### src/smlc_pkg.sv
// Constants, register map and carrier types for the serial modem line control block
package smlc_pkg;

  localparam int unsigned CLK_HZ = 100_000_000;

  // Status/control register numbers
  localparam logic [4:0] REG_CARD       = 5'h00;
  localparam logic [4:0] REG_INTR       = 5'h01;
  localparam logic [4:0] REG_MODEM_CTRL = 5'h05;
  localparam logic [4:0] REG_RX_DATA    = 5'h06;
  localparam logic [4:0] REG_MODEM_STAT = 5'h0B;
  localparam logic [4:0] REG_ACTIVE     = 5'h0C;
  localparam logic [4:0] REG_HANDSHAKE  = 5'h0D;
  localparam logic [4:0] REG_SOFT_RST   = 5'h0E;

  // Hardware byte register numbers
  localparam logic [4:0] HW_ID_RESET    = 5'h01;
  localparam logic [4:0] HW_INTR        = 5'h03;
  localparam logic [4:0] HW_MODEM_CTRL  = 5'h05;

  // Modem line control fields
  localparam int unsigned MCR_DTR  = 0;
  localparam int unsigned MCR_RTS  = 1;
  localparam int unsigned MCR_SRTS = 2;
  localparam int unsigned MCR_DRS  = 3;
  localparam int unsigned MCR_LOOP = 4;
  localparam int unsigned MCR_W    = 5;

  // Modem status fields
  localparam int unsigned MST_DCD  = 7;
  localparam int unsigned MST_RI   = 6;
  localparam int unsigned MST_DSR  = 5;
  localparam int unsigned MST_CTS  = 4;

  // Interrupt state fields
  localparam int unsigned INT_EN   = 7;
  localparam int unsigned INT_REQ  = 6;
  localparam int unsigned INT_LVL  = 4;

  // Identification
  localparam int unsigned ID_REMOTE_BIT = 7;
  localparam logic [6:0]  ID_CODE_DEF   = 7'h11; // Arbitrary value

  // Reset values
  localparam logic [MCR_W-1:0] MCR_RESET    = 5'h00;
  localparam logic             ACTIVE_RESET = 1'b0;
  localparam logic             HS_RESET     = 1'b0;
  localparam logic [7:0]       BYTE_ZERO    = 8'h00;
  localparam logic [7:0]       VAL_ONE      = 8'h01;

  typedef logic [7:0] smlc_byte_t;

  typedef struct packed {
    logic              hw;
    logic              wr;
    logic              rd;
    logic [4:0]        addr;
    logic signed [15:0] wdata;
  } smlc_req_s;

  typedef struct packed {
    logic dtr;
    logic rts;
    logic drs;
    logic srts;
  } smlc_out_s;

  typedef struct packed {
    logic dcd;
    logic ri;
    logic dsr;
    logic cts;
  } smlc_in_s;

endpackage

### src/smlc_top.sv
// Modem line control, loopback, identification and reset logic of the serial card
//
// Notes on behaviour
// [RL1] Drive DTR and RTS; watch DSR, DCD and CTS for handshaking.
// [RL2] Outputs always driven; inputs only judged while handshaking is on.
// [RL3] Card reset or deactivation drops DTR and RTS.
// [RL4] Activation raises DTR, other lines untouched.
// [RL5] Sending raises RTS; with handshaking, hold characters until DSR and CTS high.
// [RL6] With handshaking, drop received characters while DSR or DCD low.
// [RL7] End of outbound block transfer drops RTS.
// [RL8] Modem control bits 0-3 set lines, bit 4 selects loopback.
// [RL9] Bit 3 drives data rate select, bit 2 secondary request-to-send.
// [RL10] A modem control write replaces every bit.
// [RL11] Loopback holds the transmit pin at mark.
// [RL12] Loopback feeds transmitter output into receiver input.
// [RL13] Loopback maps DTR-CTS, RTS-DSR, DRS-DCD, SRTS-RI.
// [RL14] Loopback change events come from the looped control outputs.
// [RL15] Byte registers are eight bits; reads return current, writes store.
// [RL16] Negative control values refused; bits above a byte discarded.
// [RL17] After reset every setting holds its default until rewritten.
// [RL18] Identification returns a fixed code; bit 7 flags removed remote jumper.
// [RL19] Nonzero card reset write resets at once, aborts, discards buffers.
// [RL20] Interrupt state bit 7 enable, bit 6 service request.
// [RL21] Interrupt state bits 5:4 give switch level 3, 4, 5.
// [RL22] Bits 5:4 read 11 for level 6.
// [RL23] Bit 1 drives request-to-send, bit 0 data terminal ready.
// [RL24] Handshake setting 0 disables, 1 enables input line checks.
// [RL25] Peer raises DSR/CTS before data, keeps DSR/DCD while sending.
`timescale 1ns/1ps
module smlc_top #(
  parameter logic [6:0] ID_CODE = smlc_pkg::ID_CODE_DEF
) (
  // Clock and reset
  input  wire logic                 i_ref_clk,
  input  wire logic                 i_resetn,
  // Register access
  input  wire smlc_pkg::smlc_req_s  i_req,
  output logic                      o_rd_valid,
  output smlc_pkg::smlc_byte_t      o_rd_data,
  // Transmit character path
  input  wire logic                 i_tx_valid,
  input  wire smlc_pkg::smlc_byte_t i_tx_data,
  output logic                      o_tx_ready,
  output logic                      o_txq_valid,
  output smlc_pkg::smlc_byte_t      o_txq_data,
  input  wire logic                 i_txq_ready,
  input  wire logic                 i_xfer_end_out,
  // Receive character path
  input  wire logic                 i_rx_valid,
  input  wire smlc_pkg::smlc_byte_t i_rx_data,
  output logic                      o_rx_ready,
  // Serial data
  input  wire logic                 i_uart_txd,
  input  wire logic                 i_rxd,
  output logic                      o_txd,
  output logic                      o_uart_rxd,
  // Modem lines
  output smlc_pkg::smlc_out_s       o_lines,
  input  wire smlc_pkg::smlc_in_s   i_lines,
  // Card straps and interrupt state
  input  wire logic                 i_remote_removed,
  input  wire logic [1:0]           i_irq_level_sw,
  input  wire logic                 i_irq_enabled,
  input  wire logic                 i_irq_pending,
  // Status out
  output logic                      o_modem_change,
  output logic                      o_abort,
  output logic                      o_active,
  output logic                      o_handshake
);
  import smlc_pkg::*;

  // Request decode
  smlc_byte_t wbyte;
  logic       ctl_wr, hw_wr, card_reset, soft_reset;
  logic       wr_mcr, wr_act, wr_hs, activate, deactivate;
  logic       rd_rx, rd_mst;

  assign wbyte      = i_req.wdata[7:0]; // RL16
  assign ctl_wr     = i_req.wr & ~i_req.hw & ~i_req.wdata[15]; // RL16
  assign hw_wr      = i_req.wr & i_req.hw;
  assign card_reset = (ctl_wr && i_req.addr == REG_CARD && wbyte != BYTE_ZERO)
                    || (hw_wr && i_req.addr == HW_ID_RESET); // RL19
  assign wr_mcr     = (ctl_wr && i_req.addr == REG_MODEM_CTRL)
                    || (hw_wr && i_req.addr == HW_MODEM_CTRL);
  assign wr_act     = ctl_wr && i_req.addr == REG_ACTIVE;
  assign wr_hs      = ctl_wr && i_req.addr == REG_HANDSHAKE;
  assign activate   = wr_act && wbyte == VAL_ONE;
  assign deactivate = wr_act && wbyte == BYTE_ZERO;
  assign soft_reset = activate
                    || (ctl_wr && i_req.addr == REG_SOFT_RST && wbyte != BYTE_ZERO);
  assign rd_rx      = i_req.rd & ~i_req.hw & (i_req.addr == REG_RX_DATA);
  assign rd_mst     = i_req.rd & ~i_req.hw & (i_req.addr == REG_MODEM_STAT);

  // Settings
  logic [MCR_W-1:0] mcr_q, mcr_d;
  logic             act_q, act_d;
  logic             hs_q, hs_d;
  logic             abort_q, abort_d;
  logic             tx_take;
  logic             loop;

  assign loop = mcr_q[MCR_LOOP];

  always_comb begin
    mcr_d   = mcr_q;
    act_d   = act_q;
    hs_d    = hs_q;
    abort_d = card_reset;
    if (tx_take) begin
      mcr_d[MCR_RTS] = 1'b1; // RL5
    end
    if (i_xfer_end_out) begin
      mcr_d[MCR_RTS] = 1'b0; // RL7
    end
    if (wr_mcr) begin
      mcr_d = wbyte[MCR_W-1:0]; // RL10
    end
    if (activate) begin
      act_d          = 1'b1;
      mcr_d[MCR_DTR] = 1'b1; // RL4
    end
    if (deactivate) begin
      act_d          = 1'b0;
      mcr_d[MCR_DTR] = 1'b0; // RL3
      mcr_d[MCR_RTS] = 1'b0;
    end
    if (wr_hs && wbyte == BYTE_ZERO) begin
      hs_d = 1'b0; // RL24
    end
    if (wr_hs && wbyte == VAL_ONE) begin
      hs_d = 1'b1; // RL24
    end
    if (card_reset) begin
      mcr_d = MCR_RESET; // RL3
      act_d = ACTIVE_RESET; // RL17
      hs_d  = HS_RESET;
    end
  end

  always_ff @(posedge i_ref_clk) begin
    if (!i_resetn) begin
      mcr_q   <= MCR_RESET;
      act_q   <= ACTIVE_RESET;
      hs_q    <= HS_RESET;
      abort_q <= 1'b0;
    end else begin
      mcr_q   <= mcr_d;
      act_q   <= act_d;
      hs_q    <= hs_d;
      abort_q <= abort_d;
    end
  end

  // Lines always driven from the control bits
  assign o_lines.dtr  = mcr_q[MCR_DTR];  // RL1 RL2 RL23
  assign o_lines.rts  = mcr_q[MCR_RTS];  // RL23
  assign o_lines.drs  = mcr_q[MCR_DRS];  // RL8 RL9
  assign o_lines.srts = mcr_q[MCR_SRTS]; // RL9
  assign o_active     = act_q;
  assign o_handshake  = hs_q;
  assign o_abort      = abort_q;

  // Effective status lines, looped from the outputs in self-test
  smlc_in_s eff;
  always_comb begin
    eff = i_lines;
    if (loop) begin
      eff.cts = mcr_q[MCR_DTR];  // RL13
      eff.dsr = mcr_q[MCR_RTS];
      eff.dcd = mcr_q[MCR_DRS];
      eff.ri  = mcr_q[MCR_SRTS];
    end
  end

  // Change events follow eff, so loopback changes come from the outputs
  logic [3:0] delta;
  logic [3:0] eff_v;
  assign eff_v = {eff.dcd, eff.ri, eff.dsr, eff.cts};
  genvar gi;
  for (gi = 0; gi < 4; gi++) begin : g_delta
    smlc_delta #(
      .FALL_ONLY (gi == 2)
    ) u_delta (
      .i_ref_clk (i_ref_clk),
      .i_resetn  (i_resetn),
      .i_level   (eff_v[gi]),
      .i_clear   (rd_mst | card_reset),
      .o_delta   (delta[gi])
    ); // RL14
  end
  assign o_modem_change = |delta;

  // Transmit holding, gated by DSR and CTS when checking is on
  logic tx_gate, tx_full;
  assign tx_gate     = ~hs_q | (eff.dsr & eff.cts); // RL5 RL2
  assign o_txq_valid = tx_full & tx_gate;
  assign tx_take     = i_tx_valid & o_tx_ready & ~card_reset;

  smlc_slot u_tx_slot (
    .i_ref_clk   (i_ref_clk),
    .i_resetn    (i_resetn),
    .i_flush     (card_reset),
    .i_in_valid  (i_tx_valid),
    .i_in_data   (i_tx_data),
    .o_in_ready  (o_tx_ready),
    .o_out_valid (tx_full),
    .o_out_data  (o_txq_data),
    .i_out_ready (i_txq_ready & tx_gate)
  );

  // Receive holding; characters refused by the line check never load
  logic       rx_drop, rx_full;
  smlc_byte_t rx_data;
  assign rx_drop = hs_q & (~eff.dsr | ~eff.dcd); // RL6

  smlc_slot u_rx_slot (
    .i_ref_clk   (i_ref_clk),
    .i_resetn    (i_resetn),
    .i_flush     (card_reset | soft_reset), // RL19
    .i_in_valid  (i_rx_valid & ~rx_drop),
    .i_in_data   (i_rx_data),
    .o_in_ready  (o_rx_ready),
    .o_out_valid (rx_full),
    .o_out_data  (rx_data),
    .i_out_ready (rd_rx)
  );

  // Serial routing, registered to keep the pin glitch free
  logic txd_q, txd_d, urxd_q, urxd_d;
  always_comb begin
    txd_d  = loop ? 1'b1 : i_uart_txd;       // RL11
    urxd_d = loop ? i_uart_txd : i_rxd;      // RL12
  end
  always_ff @(posedge i_ref_clk) begin
    if (!i_resetn) begin
      txd_q  <= 1'b1;
      urxd_q <= 1'b1;
    end else begin
      txd_q  <= txd_d;
      urxd_q <= urxd_d;
    end
  end
  assign o_txd      = txd_q;
  assign o_uart_rxd = urxd_q;

  // Read answers
  smlc_byte_t rd_q, rd_d, id_b, intr_b;
  logic       rdv_q, rdv_d;
  assign id_b   = {i_remote_removed, ID_CODE}; // RL18
  assign intr_b = {i_irq_enabled, i_irq_pending, i_irq_level_sw, 4'h0}; // RL20 RL21 RL22

  always_comb begin
    rdv_d = i_req.rd;
    rd_d  = BYTE_ZERO;
    if (i_req.hw) begin
      case (i_req.addr)
        HW_ID_RESET:   rd_d = id_b;
        HW_INTR:       rd_d = intr_b;
        HW_MODEM_CTRL: rd_d = {3'h0, mcr_q}; // RL15
        default:       rd_d = BYTE_ZERO;
      endcase
    end else begin
      case (i_req.addr)
        REG_CARD:       rd_d = id_b;
        REG_INTR:       rd_d = intr_b;
        REG_MODEM_CTRL: rd_d = {3'h0, mcr_q};
        REG_RX_DATA:    rd_d = rx_data;
        REG_MODEM_STAT: rd_d = {eff_v, delta};
        REG_ACTIVE:     rd_d = {7'h00, act_q};
        REG_HANDSHAKE:  rd_d = {7'h00, hs_q};
        default:        rd_d = BYTE_ZERO;
      endcase
    end
    if (!i_req.rd) begin
      rd_d = rd_q;
    end
  end

  always_ff @(posedge i_ref_clk) begin
    if (!i_resetn) begin
      rd_q  <= BYTE_ZERO;
      rdv_q <= 1'b0;
    end else begin
      rd_q  <= rd_d;
      rdv_q <= rdv_d;
    end
  end
  assign o_rd_data  = rd_q;
  assign o_rd_valid = rdv_q;
endmodule

### src/smlc_delta.sv
// Sticky change detector for one modem status line
`timescale 1ns/1ps
module smlc_delta #(
  parameter bit FALL_ONLY = 1'b0
) (
  // Clock and reset
  input  wire logic i_ref_clk,
  input  wire logic i_resetn,
  // Line and control
  input  wire logic i_level,
  input  wire logic i_clear,
  // Result
  output logic      o_delta
);
  logic prev_q, prev_d;
  logic delta_q, delta_d;
  logic event_w;

  assign event_w = FALL_ONLY ? (prev_q & ~i_level) : (prev_q ^ i_level);

  always_comb begin
    prev_d  = i_level;
    delta_d = delta_q;
    if (i_clear) begin
      delta_d = 1'b0;
    end
    // Set wins so a change during the read-clear is kept
    if (event_w) begin
      delta_d = 1'b1;
    end
  end

  always_ff @(posedge i_ref_clk) begin
    if (!i_resetn) begin
      prev_q  <= 1'b0;
      delta_q <= 1'b0;
    end else begin
      prev_q  <= prev_d;
      delta_q <= delta_d;
    end
  end

  assign o_delta = delta_q;
endmodule

### src/smlc_slot.sv
// One-character holding slot with flush
`timescale 1ns/1ps
module smlc_slot (
  // Clock and reset
  input  wire logic               i_ref_clk,
  input  wire logic               i_resetn,
  input  wire logic               i_flush,
  // Fill side
  input  wire logic               i_in_valid,
  input  wire smlc_pkg::smlc_byte_t i_in_data,
  output logic                    o_in_ready,
  // Drain side
  output logic                    o_out_valid,
  output smlc_pkg::smlc_byte_t    o_out_data,
  input  wire logic               i_out_ready
);
  import smlc_pkg::*;

  logic       full_q, full_d;
  smlc_byte_t data_q, data_d;

  assign o_in_ready = ~full_q | i_out_ready;

  always_comb begin
    full_d = full_q;
    data_d = data_q;
    if (full_q && i_out_ready) begin
      full_d = 1'b0;
    end
    if (i_in_valid && o_in_ready) begin
      full_d = 1'b1;
      data_d = i_in_data;
    end
    // Flush discards even a character arriving this cycle
    if (i_flush) begin
      full_d = 1'b0;
    end
  end

  always_ff @(posedge i_ref_clk) begin
    if (!i_resetn) begin
      full_q <= 1'b0;
      data_q <= BYTE_ZERO;
    end else begin
      full_q <= full_d;
      data_q <= data_d;
    end
  end

  assign o_out_valid = full_q;
  assign o_out_data  = data_q;
endmodule

### config.mk
export PLATFORM = sky130hd
export DESIGN_NAME = smlc_top
export DESIGN_NICKNAME = d
export VERILOG_FILES = /design/src/smlc_pkg.sv /design/src/smlc_top.sv /design/src/smlc_delta.sv /design/src/smlc_slot.sv
export SDC_FILE = /design/constraint.sdc
export NUM_CORES = 1
export LEC_CHECK = 0
export ABC_AREA = 1
export BUFFER_PORTS_ARGS = -buffer_cell sky130_fd_sc_hd__buf_2
export CAP_MARGIN = 5
export CORE_ASPECT_RATIO = 0.7
export CORE_MARGIN = 3
export CORE_UTILIZATION = 48
export CTS_CLUSTER_SIZE = 28
export DETAILED_ROUTE_END_ITERATION = 7
export GPL_TIMING_DRIVEN = 0
export PLACE_DENSITY_LB_ADDON = 0.08
export SYNTH_ARGS = -nofsm -noshare
export SYNTH_HDL_FRONTEND = slang
export SYNTH_SLANG_ARGS = --single-unit
### constraint.sdc
create_clock -name i_ref_clk -period 1.5 [get_ports i_ref_clk]
set_clock_uncertainty 0.05 [all_clocks]
set_input_delay 0.225 -clock i_ref_clk [delete_from_list [all_inputs] [get_ports i_ref_clk]]
set_output_delay 0.225 -clock i_ref_clk [all_outputs]
set_load 0.05 [all_outputs]
==> results of run 1 <==
per-layer routing:
metal	vias to the layer above	wire (µm)	track usage [%]
met2	97	2610	32.0
met4	0	79	4.60
met5	-	0	0
met1	1063	2970	33.6
li1	1244	-	-
met3	10	526	4.87
power by group through the flow:
stage / sequential [µW] / combinational, µW / clock [µW]
finish: 1300 / 582 / 782
global route: 1310 / 638 / 824
CTS: 1300 / 543 / 782
detailed placement: 1330 / 507 / 0
global placement: 1320 / 500 / 0
floorplan: 1420 / 242 / 0
final cells by class:
class	instances	area, µm²	area share (%)
Clock inverter	3	25.0	0.833
Timing Repair Buffer	91	519	17.3
Multi-Input combinational cell	233	1190	39.5
Clock buffer	5	68.8	2.29
Inverter	43	174	5.79
Buffer	9	56.3	1.88
Tap cell	52	65.1	2.17
Sequential cell	45	908	30.2
cells by family (layout without fill, tap and decap cells):
| logic type | count (synthesis) | in the layout | synth area share [%] |
|---|---|---|---|
| AND/OR/NAND/NOR | 162 | 163 | 31.4 |
| AO/OA/AOI/OAI | 67 | 67 | 16.3 |
| buffers and inverters | 53 | 151 | 10.4 |
| flip-flops | 45 | 45 | 40.7 |
| XOR/XNOR | 3 | 3 | 1.19 |
critical path, delay by kind of cell, from the launching register on:
family | cells | cell delay (ns)
flip-flops | 1 | 0.39
buffers and inverters | 2 | 0.22
AND/OR/NAND/NOR | 5 | 0.39
sequential cells by signal, summed over array words and instances, names as in the netlist, 4 cells and up:
name	count
mcr_q	5
o_rd_data	8
g_delta.u_delta.prev_q	4
u_tx_slot.o_out_data	8
g_delta.u_delta.o_delta	4
u_rx_slot.o_out_data	8
cells in the final DEF (no fill, tap or decap), types with 2 or more instances in the layout:
master / synthesis / layout
inv_1: 39 / 38
buf_6: 2 / 4
nor2_1: 53 / 51
nand2_2: 5 / 10
nand3_1: 13 / 13
dfxtp_1: 45 / 41
o21ai_2: 0 / 6
buf_4: 4 / 14
clkbuf_8: 0 / 5
a21oi_1: 23 / 21
nand4_1: 2 / 2
buf_2: 0 / 76
inv_6: 0 / 2
nor2_2: 2 / 3
a21oi_2: 0 / 2
clkbuf_1: 4 / 4
o21ai_1: 4 / 11
xnor2_1: 3 / 3
o22ai_1: 2 / 2
buf_8: 0 / 2
nand2_1: 77 / 68
o21ai_0: 30 / 17
a31oi_1: 3 / 3
inv_2: 3 / 3
and3_1: 2 / 2
nand2_4: 3 / 7
nor2_4: 1 / 2
dfxtp_2: 0 / 3
per-stage QoR:
stage               power (µW)  instances  TNS (ns)  util, %
floorplan                 1660        330         0        -
global placement          1820        461    -0.528     64.3
detailed placement        1830        461     -1.11     64.3
CTS                       2620        476    -0.216     69.5
global route              2770        481     -1.38     72.2
finish                    2660        481    -0.180     72.2
how the worst max path moves through the flow:
stage,depth (start not counted),to,startpoint,slack (ns)
after floorplan,12,u_tx_slot.o_out_data[0]$_SDFFE_PN0P_,mcr_q[4]$_SDFFE_PP0P_,0.03
after global placement,10,u_rx_slot.o_out_data[1]$_SDFFE_PN0P_,i_req[16],-0.07
after detailed placement,10,u_rx_slot.o_out_data[1]$_SDFFE_PN0P_,i_req[16],-0.09
after CTS,8,o_txq_valid,mcr_q[4]$_SDFFE_PP0P_,-0.11
after global routing,12,mcr_q[1]$_SDFFE_PP0P_,mcr_q[4]$_SDFFE_PP0P_,-0.17
final,7,o_txq_valid,mcr_q[4]$_SDFFE_PP0P_,-0.08
what timing repair did:
action	CTS	global route
pin swaps	5	9
cloned	1	1
endpoints found under the setup margin	15	22
hold buffers	0	0
buffers inserted	6	5
gates resized for setup	29	31
==> results.md, run 1 <==
* Clock slew at reported path FFs at 0.09 ns
* Crit. End Element: output port
* First-pass GRT wire length at 9870 µm
* Hold_ws at 0.0557 ns
* Die footprint at 0.00547 mm²
* CP cell instances: inv_6 -> nand2_4 -> nand2_4 -> nand2_2 -> nand2_2 -> and2_4 -> buf_8
* Port Buf Inserts at 79
* Crit start category: flop
* WP data required at 1.22 ns
* Final instance area at 0.00300 mm²
* Sequential share of power at 48.8%
* Status: finished with violations
* Tmin final at 1.58 ns
* RR Startpoint: mcr_q[4]$_SDFFE_PP0P_
* Slowest CP cell: dfxtp_4
* DR iter-0 viols at 145
* Hold Crit Start: i_uart_txd
* Largest area contributor in the netlist: dfxtp_1
* Die height at 62.8 µm
* Sink Count at 45
* Slew HR at 63.8%
* Clk_lat worst skew at 0.30 ns
* Final hold vios at 0
* Worst reg-to-reg setup slack at -0.02 ns
* Die X at 87.1 µm
* Vias per cell at 5.02
* Post-synth top cells: nand2_1, nor2_1, dfxtp_1
* Worst Tran Pin Value at 0.543 ns
* Setup WS post-layout at -0.0805 ns
* Pre-CTS setup slack at -0.0905 ns
* Hold Crit Endpoint: o_txd$_SDFF_PP1_
* Final worst path period share at 105%
* Ys Warns at 0
* Final Setup Violations at 5
* Dpl hpwl at 4550 µm
* Max clock buf depth at 2
* Gate power share at 21.9%
* Maximum vdd drop at 884 µV
* ANT cells at 0
* Row count at 19
* Residual DRC at 0
* Register area share after synthesis at 40.7%
* Final RePlAce weighted congestion at 0.916
* Sw Pwr at 864 µW
* Number of flops mapped to enable cells by yosys at 0
* Root Buffer: clkbuf_8
* Clock network fraction of total power at 29.4%
* DR vias at 2,414
* Per-cell routed wire length at 12.9 µm
* Post-synthesis average cell area at 6.70 µm²
* TritonCTS clock tree: built
* Reg2Reg Depth at 10
* Maximum clock frequency at 0.633 GHz
* Core area at 0.00416 mm²
* Reg2reg end: u_rx_slot.o_out_data[4]$_SDFFE_PN0P_
* Post-synth top area share at 40.7%
* Starting Density at 53.2%
* Violated checks: negative setup slack
* Int Power at 1800 µW
* Largest fanout on the critical path at 5
* FF+latch count, synth at 45
* Critical path class: flop to output port
* Layout net count at 485
* Synth top area cells: dfxtp_1, nand2_1, nor2_1
* Total CTS buffers at 5
* First-pass DRT Iterations at 5
* H-tree Lvls at 2
* ANT nets after route at 0
* # fillers at 343
* Slew Limit Fails at 0
* Distinct cells, synth at 29
* Sw Share at 32.5%
* Mapped Nets at 387
* Post-synthesis cell area at 0.00221 mm²
* Lkg Pwr at 0.00151 µW
* Placed cell area at 0.00267 mm²
* RSZ-0062 raised after global routing: true
* CP peak stage delay at 0.39 ns
* Hold WC Path Type: primary input to flop
* Largest net degree at the start of global routing at 17
* Vias in the first global route at 2,143
* WP data arrival at 1.31 ns
* Synthesized instance count at 330
* Share of layout cells above drive strength 1 at 34.3%
* Ys flop type: dfxtp_1
* WL final at 6180 µm
* Initial antenna violation count at 0
* Cell with the most instances after synthesis: nand2_1
* Area delta synth->final at 35.7%
* Hold Crit Depth at 3
* Tot GR Track Use at 22.2%
* PwrDens at 886 mW/mm²
* Max cap viols at 0
* Congestion Overflow GR at 0
* Async S/R FF share, synth at 0%
* Ports at 87
Power figures use the tool's default switching activity.
==> run 2: changes to the inputs <==
CORE_ASPECT_RATIO = 0.9   (was 0.7)
==> run 2 against run 1 <==
  * The run still ends with negative setup slack left
  * Clock-buffer cell count did not move
  * Final cell count increased by 1.0%
  * Flip-flop and latch count unchanged
  * Register-to-register slack better by 0.02 ns
  * Die area is 0.21% lower
  * Non-clock buffer count decreased by 3
  * Clock power decreased by 2.7%
==> results.md, run 2 (same netlist as run 1, synthesis figures left out) <==
* Status: finished with violations
* Violated checks: negative setup slack
* Area delta synth->final at 32.7%
* CP cell instances: inv_6 -> nand2_4 -> nand2_2 -> nand2_2 -> nand2_2 -> nand2_2 -> nand2_4 -> buf_8
* Die height at 70.4 µm (+12%)
* Sequential share of power at 49.6% (+0.8 points)
* PwrDens at 891 mW/mm² (+0.56%)
* Lkg Pwr at 0.00148 µW (-1.8%)
* Final hold vios at 0 (unchanged)
* CP peak stage delay at 0.41 ns (+0.02 ns)
* Slew HR at 69.6% (+5.8 points)
* Gate power share at 21.3% (-0.6 points)
* WP data required at 1.22 ns (about the same)
* Placed cell area at 0.00268 mm² (+0.37%)
* Ports at 87 (unchanged)
* Starting Density at 51.8% (-1.3 points)
* DR vias at 2,383 (-1.3%)
* Largest net degree at the start of global routing at 16 (-1)
* Int Power at 1780 µW (-0.91%)
* Storage cell area at 908 µm² (unchanged)
* Port Buf Inserts at 79 (unchanged)
* Final RePlAce weighted congestion at 0.869 (-5.1%)
* Sw Pwr at 836 µW (-3.2%)
* Tot GR Track Use at 21.5% (-0.72 points)
* Dpl hpwl at 4480 µm (-1.5%)
* DR iter-0 viols at 113 (-22%)
* Maximum vdd drop at 741 µV (-16%)
* Setup tns final at -0.113 ns (+0.0679 ns)
* Hold_buf cts at 0 (unchanged)
* First-pass GRT wire length at 9500 µm (-3.7%)
* TritonCTS clock tree: built
* Initial antenna violation count at 0 (unchanged)
* Most common cell on crit path: nand2_2
* Most common cell after layout, fill and taps aside: buf_2
* Total CTS buffers at 5 (unchanged)
* Tmin final at 1.56 ns (-0.0246 ns)
* Max clock buf depth at 2 (unchanged)
* First-pass DRT Iterations at 4 (-1)
* Share of layout cells above drive strength 1 at 31.5% (-2.8 points)
* Clock slew at reported path FFs at 0.09 ns (about the same)
* Multi-input logic area at 0.00114 mm² (-3.6%)
* CP bufs+invs at 2 (unchanged)
* Root Buffer: clkbuf_8
* RSZ-0062 raised after global routing: true
* ANT nets after route at 0 (unchanged)
* Congestion Overflow GR at 0 (unchanged)
* Slowest CP cell: dfxtp_4
* Commonest non-fill, non-tap cells in the layout: buf_2, nand2_1, nor2_1, dfxtp_1, inv_1
* ANT cells at 0 (unchanged)
* Pre-CTS setup slack at -0.0720 ns (+0.0185 ns)
* Final Setup Violations at 3 (-2)
* Die footprint at 0.00546 mm² (-0.21%)
* Die X at 77.6 µm (-11%)
* H-tree Lvls at 2 (unchanged)
* Vias in the first global route at 2,099 (-2.1%)
* Core area at 0.00427 mm² (+2.6%)
* Clk_lat worst skew at 0.30 ns (about the same)
* Critical path class: flop to output port
* Top delay family on crit path: flip-flops
* Slew Limit Fails at 0 (unchanged)
* Max cap viols at 0 (unchanged)
* WP data arrival at 1.28 ns (-0.03 ns)
* Non-Filler Instances at 486 (+1.0%)
* WL final at 5940 µm (-3.9%)
* Crit. End Element: output port
* Setup WS post-layout at -0.0560 ns (+0.0246 ns)
* Placed cells at 469 (+1.7%)
* Largest fanout on the critical path at 6 (+1)
* # fillers at 404 (+18%)
* Layout net count at 482 (-0.62%)
* Crit start category: flop
* Hold WC Path Type: primary input to flop
* Final instance area at 0.00294 mm² (-2.2%)
* Vias per cell at 4.90 (-2.3%)
* Clock network fraction of total power at 29.1% (-0.3 points)
* Sw Share at 31.9% (-0.52 points)
* Residual DRC at 0 (unchanged)
* Row count at 22 (+3)
* Worst Tran Pin Value at 0.456 ns (-0.0871 ns)
* Maximum clock frequency at 0.643 GHz (+1.6%)
* Final worst path period share at 104% (-1.6 points)
* Sink Count at 45 (unchanged)
* Per-cell routed wire length at 12.2 µm (-4.9%)
==> run 2: cell count changes in the layout (fill, tap and decap cells not counted), moves of 2 or more <==
| cell | delta |
|---|---|
| o21ai_0 | +7 |
| o21ai_2 | -5 |
| a21oi_1 | +2 |
| a21oi_2 | -2 |
| buf_6 | -2 |
| nand2_1 | +2 |
| nor2_1 | +2 |
| o21ai_1 | -2 |
==> run 2: final cells by class <==
cell class	count	share of cell area, %
multi-input cells	233	38.9
flip-flops and latches	45	30.9
repair buffers	88	16.7
inverters	43	5.92
well taps	60	2.56
clock buffers	5	2.34
plain buffers	9	1.92
clock inverters	3	0.724
==> run 2: power by group through the flow <==
stage               clock network (µW)  registers (µW)  logic [µW]
floorplan                            0            1420         242
global placement                     0            1320         500
detailed placement                   0            1330         508
CTS                                770            1300         543
global route                       829            1310         607
finish                             761            1300         557
==> run 2: tightest hold or removal path, cell delays in order <==
cell and delay (ns):
buf_2 0.09, nor2_1 0.03, nand2_1 0.04
==> run 2: metal layers <==
metal / vias to the layer above / GRT usage (%) / routed length, µm
li1: 1238 / - / -
met1: 1059 / 30.0 / 2800
met3: 8 / 4.25 / 334
met4: 0 / 4.55 / 53
met2: 78 / 34.4 / 2760
met5: - / 0 / 0
==> run 2: repair_timing <==
action,in CTS,in global routing
gates cloned,1,1
pin swaps,7,10
setup endpoints to repair,17,21
setup buffers,6,2
gates resized for setup,27,13
==> run 2: per-stage QoR <==
stage | total power [µW] | util [%] | hold WS [ns]
6_report | 2620 | 68.8 | 0.0597
5_1_grt | 2740 | 68.8 | 0.0824
4_1_cts | 2610 | 67.9 | 0.0570
3_5_place_dp | 1830 | 62.9 | 0.369
3_3_place_gp | 1820 | 62.9 | 0.367
2_1_floorplan | 1660 | - | 0.261
==> run 2: worst paths after layout <==
kind         cells after the start                            startpoint  slack [ns]                                       to
max                              8                 mcr_q[4]$_SDFFE_PP0P_       -0.06                               o_tx_ready
max reg2reg                     10                 mcr_q[4]$_SDFFE_PP0P_           0     u_rx_slot.o_out_data[4]$_SDFFE_PN0P_
min                              3                            i_uart_txd        0.06                         o_txd$_SDFF_PP1_
min reg2reg                      2  g_delta[2].u_delta.prev_q$_SDFF_PN0_        0.40  g_delta[2].u_delta.o_delta$_SDFFE_PN0P_
==> run 3: changes to the inputs <==
CELL_PAD_IN_SITES_DETAIL_PLACEMENT = 0   (was default)
CELL_PAD_IN_SITES_GLOBAL_PLACEMENT = 2   (was default)
CORE_UTILIZATION = 25   (was 48)
PLACE_DENSITY = 0.79   (was default)
PLACE_DENSITY_LB_ADDON = default   (was 0.08)
==> run 3 against run 2 <==
  * Critical endpoint is now o_txq_valid
  * Sequential share of layout area shrank 0.94 points
  * Non-clock buffer count grew 1
  * Via count shrank 3.2%
  * Largest cell class unchanged
  * Critical path depth shrank 1
  * Clock-buffer cell count is the same
  * The run still ends with negative setup slack left
  * Fmax shrank 0.72%
==> results.md, run 3 (same netlist as run 1, synthesis figures left out) <==
* Sequential share of power at 49.1% (-0.5 points)
* Total CTS buffers at 5 (unchanged)
* Share of layout cells above drive strength 1 at 32.3% (+0.86 points)
* Critical path class: flop to output port
* PwrDens at 875 mW/mm² (-1.9%)
* Starting Density at 26.5% (-25 points)
* Most common cell after layout, fill and taps aside: buf_2
* Per-cell routed wire length at 12.9 µm (+5.5%)
* Placed cell area at 0.00275 mm² (+2.6%)
* Lkg Pwr at 0.00149 µW (+0.50%)
* Initial antenna violation count at 0 (unchanged)
* RR Startpoint: mcr_q[4]$_SDFFE_PP0P_
* WP data arrival at 1.29 ns (about the same)
* Crit start category: flop
* Int Power at 1790 µW (+0.21%)
* CP Capture Point: o_txq_valid
* Sink Count at 45 (unchanged)
* Maximum clock frequency at 0.638 GHz (-0.72%)
* Tot GR Track Use at 13.8% (-7.7 points)
* Reg2Reg Depth at 10 (unchanged)
* RSZ-0062 raised after global routing: true
* Congestion Overflow GR at 0 (unchanged)
* Commonest non-fill, non-tap cells in the layout: buf_2, nand2_1, nor2_1, dfxtp_1, inv_1
* Layout net count at 483 (+0.21%)
* Hold_buf cts at 0 (unchanged)
* Vias per cell at 4.25 (-13%)
* ANT cells at 0 (unchanged)
* Vias in the first global route at 2,109 (+0.48%)
* # fillers at 943 (+130%)
* First-pass GRT wire length at 10,800 µm (+13%)
* Largest fanout on the critical path at 6 (unchanged)
* Area delta synth->final at 36.7%
* Setup WS post-layout at -0.0673 ns (-0.0113 ns)
* Crit. End Element: output port
* DR vias at 2,306 (-3.2%)
* Clk_lat worst skew at 0.30 ns (about the same)
* First-pass DRT Iterations at 4 (unchanged)
* Die X at 105 µm (+36%)
* Status: finished with violations
* Die footprint at 0.0100 mm² (+83%)
* Slew HR at 63.1% (-6.5 points)
* Die height at 95.2 µm (+35%)
* Worst reg-to-reg setup slack at 0.02 ns (+0.02 ns)
* Maximum vdd drop at 382 µV (-48%)
* Sw Pwr at 860 µW (+2.8%)
* WL final at 6990 µm (+18%)
* Hold WC Path Type: primary input to flop
* Sw Share at 32.5% (+0.56 points)
* ANT nets after route at 0 (unchanged)
* CP startpoint: mcr_q[4]$_SDFFE_PP0P_
* Slew Limit Fails at 0 (unchanged)
* Dpl hpwl at 5360 µm (+20%)
* Post-layout util at 36.3% (-33 points)
* Core area at 0.00834 mm² (+95%)
* Clock network fraction of total power at 29.3% (+0.2 points)
* H-tree Lvls at 2 (unchanged)
* Residual DRC at 0 (unchanged)
* Clock slew at reported path FFs at 0.09 ns (about the same)
* Root Buffer: clkbuf_8
* Final Setup Violations at 2 (-1)
* Final worst path period share at 104% (+0.75 points)
* Largest net degree at the start of global routing at 16 (unchanged)
* Violated checks: negative setup slack
* Placed cells at 524 (+12%)
* Final hold vios at 0 (unchanged)
* Tmin final at 1.57 ns (+0.0113 ns)
* Non-Filler Instances at 542 (+12%)
* Final instance area at 0.00302 mm² (+3.0%)
* Pre-CTS setup slack at -0.128 ns (-0.0555 ns)
* Max clock buf depth at 2 (unchanged)
* Hold Crit Depth at 3 (unchanged)
* Reg2reg end: u_rx_slot.o_out_data[5]$_SDFFE_PN0P_
* Port Buf Inserts at 79 (unchanged)
* Row count at 31 (+41%)
* WP data required at 1.22 ns (about the same)
* Gate power share at 21.6% (+0.3 points)
* Final RePlAce weighted congestion at 0.803 (-7.6%)
* Worst Tran Pin Value at 0.554 ns (+0.0976 ns)
* Ports at 87 (unchanged)
* Max cap viols at 0 (unchanged)
* Hold_ws at 0.0510 ns (-0.00874 ns)
* TritonCTS clock tree: built
* DR iter-0 viols at 64 (-43%)
-- run 3: changes by cell type in the layout (fill, tap and decap cells not counted) --
cell,delta
buf_4,+1
dfxtp_1,+1
dfxtp_2,-1
nand2_2,+1
nand2_4,-1
nor2_1,-2
nor2_2,+1
nor2_4,+1
o21ai_0,-4
o21ai_1,+2
o21ai_2,+2
-- run 3: how the worst min path moves through the flow --
| stage | start | end | slack, ns |
|---|---|---|---|
| floorplan | i_uart_txd | o_txd$_SDFF_PP1_ | 0.26 |
| global placement | i_uart_txd | o_txd$_SDFF_PP1_ | 0.37 |
| detailed placement | i_uart_txd | o_txd$_SDFF_PP1_ | 0.37 |
| CTS | i_uart_txd | o_txd$_SDFF_PP1_ | 0.05 |
| global route | i_uart_txd | o_txd$_SDFF_PP1_ | 0.06 |
| finish | i_uart_txd | o_txd$_SDFF_PP1_ | 0.05 |
-- run 3: area by class of cell --
cell class                      instances  area [µm²]  area share [%]
Multi-Input combinational cell        233        1160            38.2
Sequential cell                        45         907            30.0
Timing Repair Buffer                   89         497            16.4
Inverter                               43         174            5.75
Tap cell                              115         144            4.76
Clock buffer                            5        68.8            2.28
Buffer                                  9        56.3            1.86
Clock inverter                          3        21.3           0.703
-- run 3: metal layers --
metal / vias up / global-route usage (%) / wire [µm]
li1: 1235 / - / -
met1: 1005 / 19.6 / 3520
met2: 61 / 21.3 / 3000
met3: 5 / 3.45 / 414
met4: 0 / 2.95 / 51
met5: - / 0 / 0
-- run 3: power groups by stage --
stage                     sequential (µW)  combinational, µW  clock [µW]
after CTS                            1300                557         795
after floorplan                      1420                242           0
after global placement               1330                517           0
final                                1300                570         776
after global routing                 1310                629         831
after detailed placement             1330                517           0
-- run 3: per-stage QoR --
step | total power [µW] | TNS [ns]
floorplan | 1660 | 0
global placement | 1840 | -2.49
detailed placement | 1840 | -2.24
CTS | 2650 | -0.257
global route | 2770 | -1.05
finish | 2640 | -0.125
-- run 3: critical path, stage by stage (launching register included) --
cell	delay, ns
dfxtp_4	0.41
inv_6	0.05
nand2_4	0.07
nand2_4	0.06
nand2_2	0.06
nand2_2	0.06
and2_4	0.15
buf_8	0.14
-- run 3: repair_timing --
action | CTS | global route
endpoints found under the hold margin | 0 | 0
cloned | 1 | 1
pin swaps | 3 | 5
gates resized for setup | 30 | 16
setup buffers | 6 | 3
setup endpoints to repair | 19 | 21
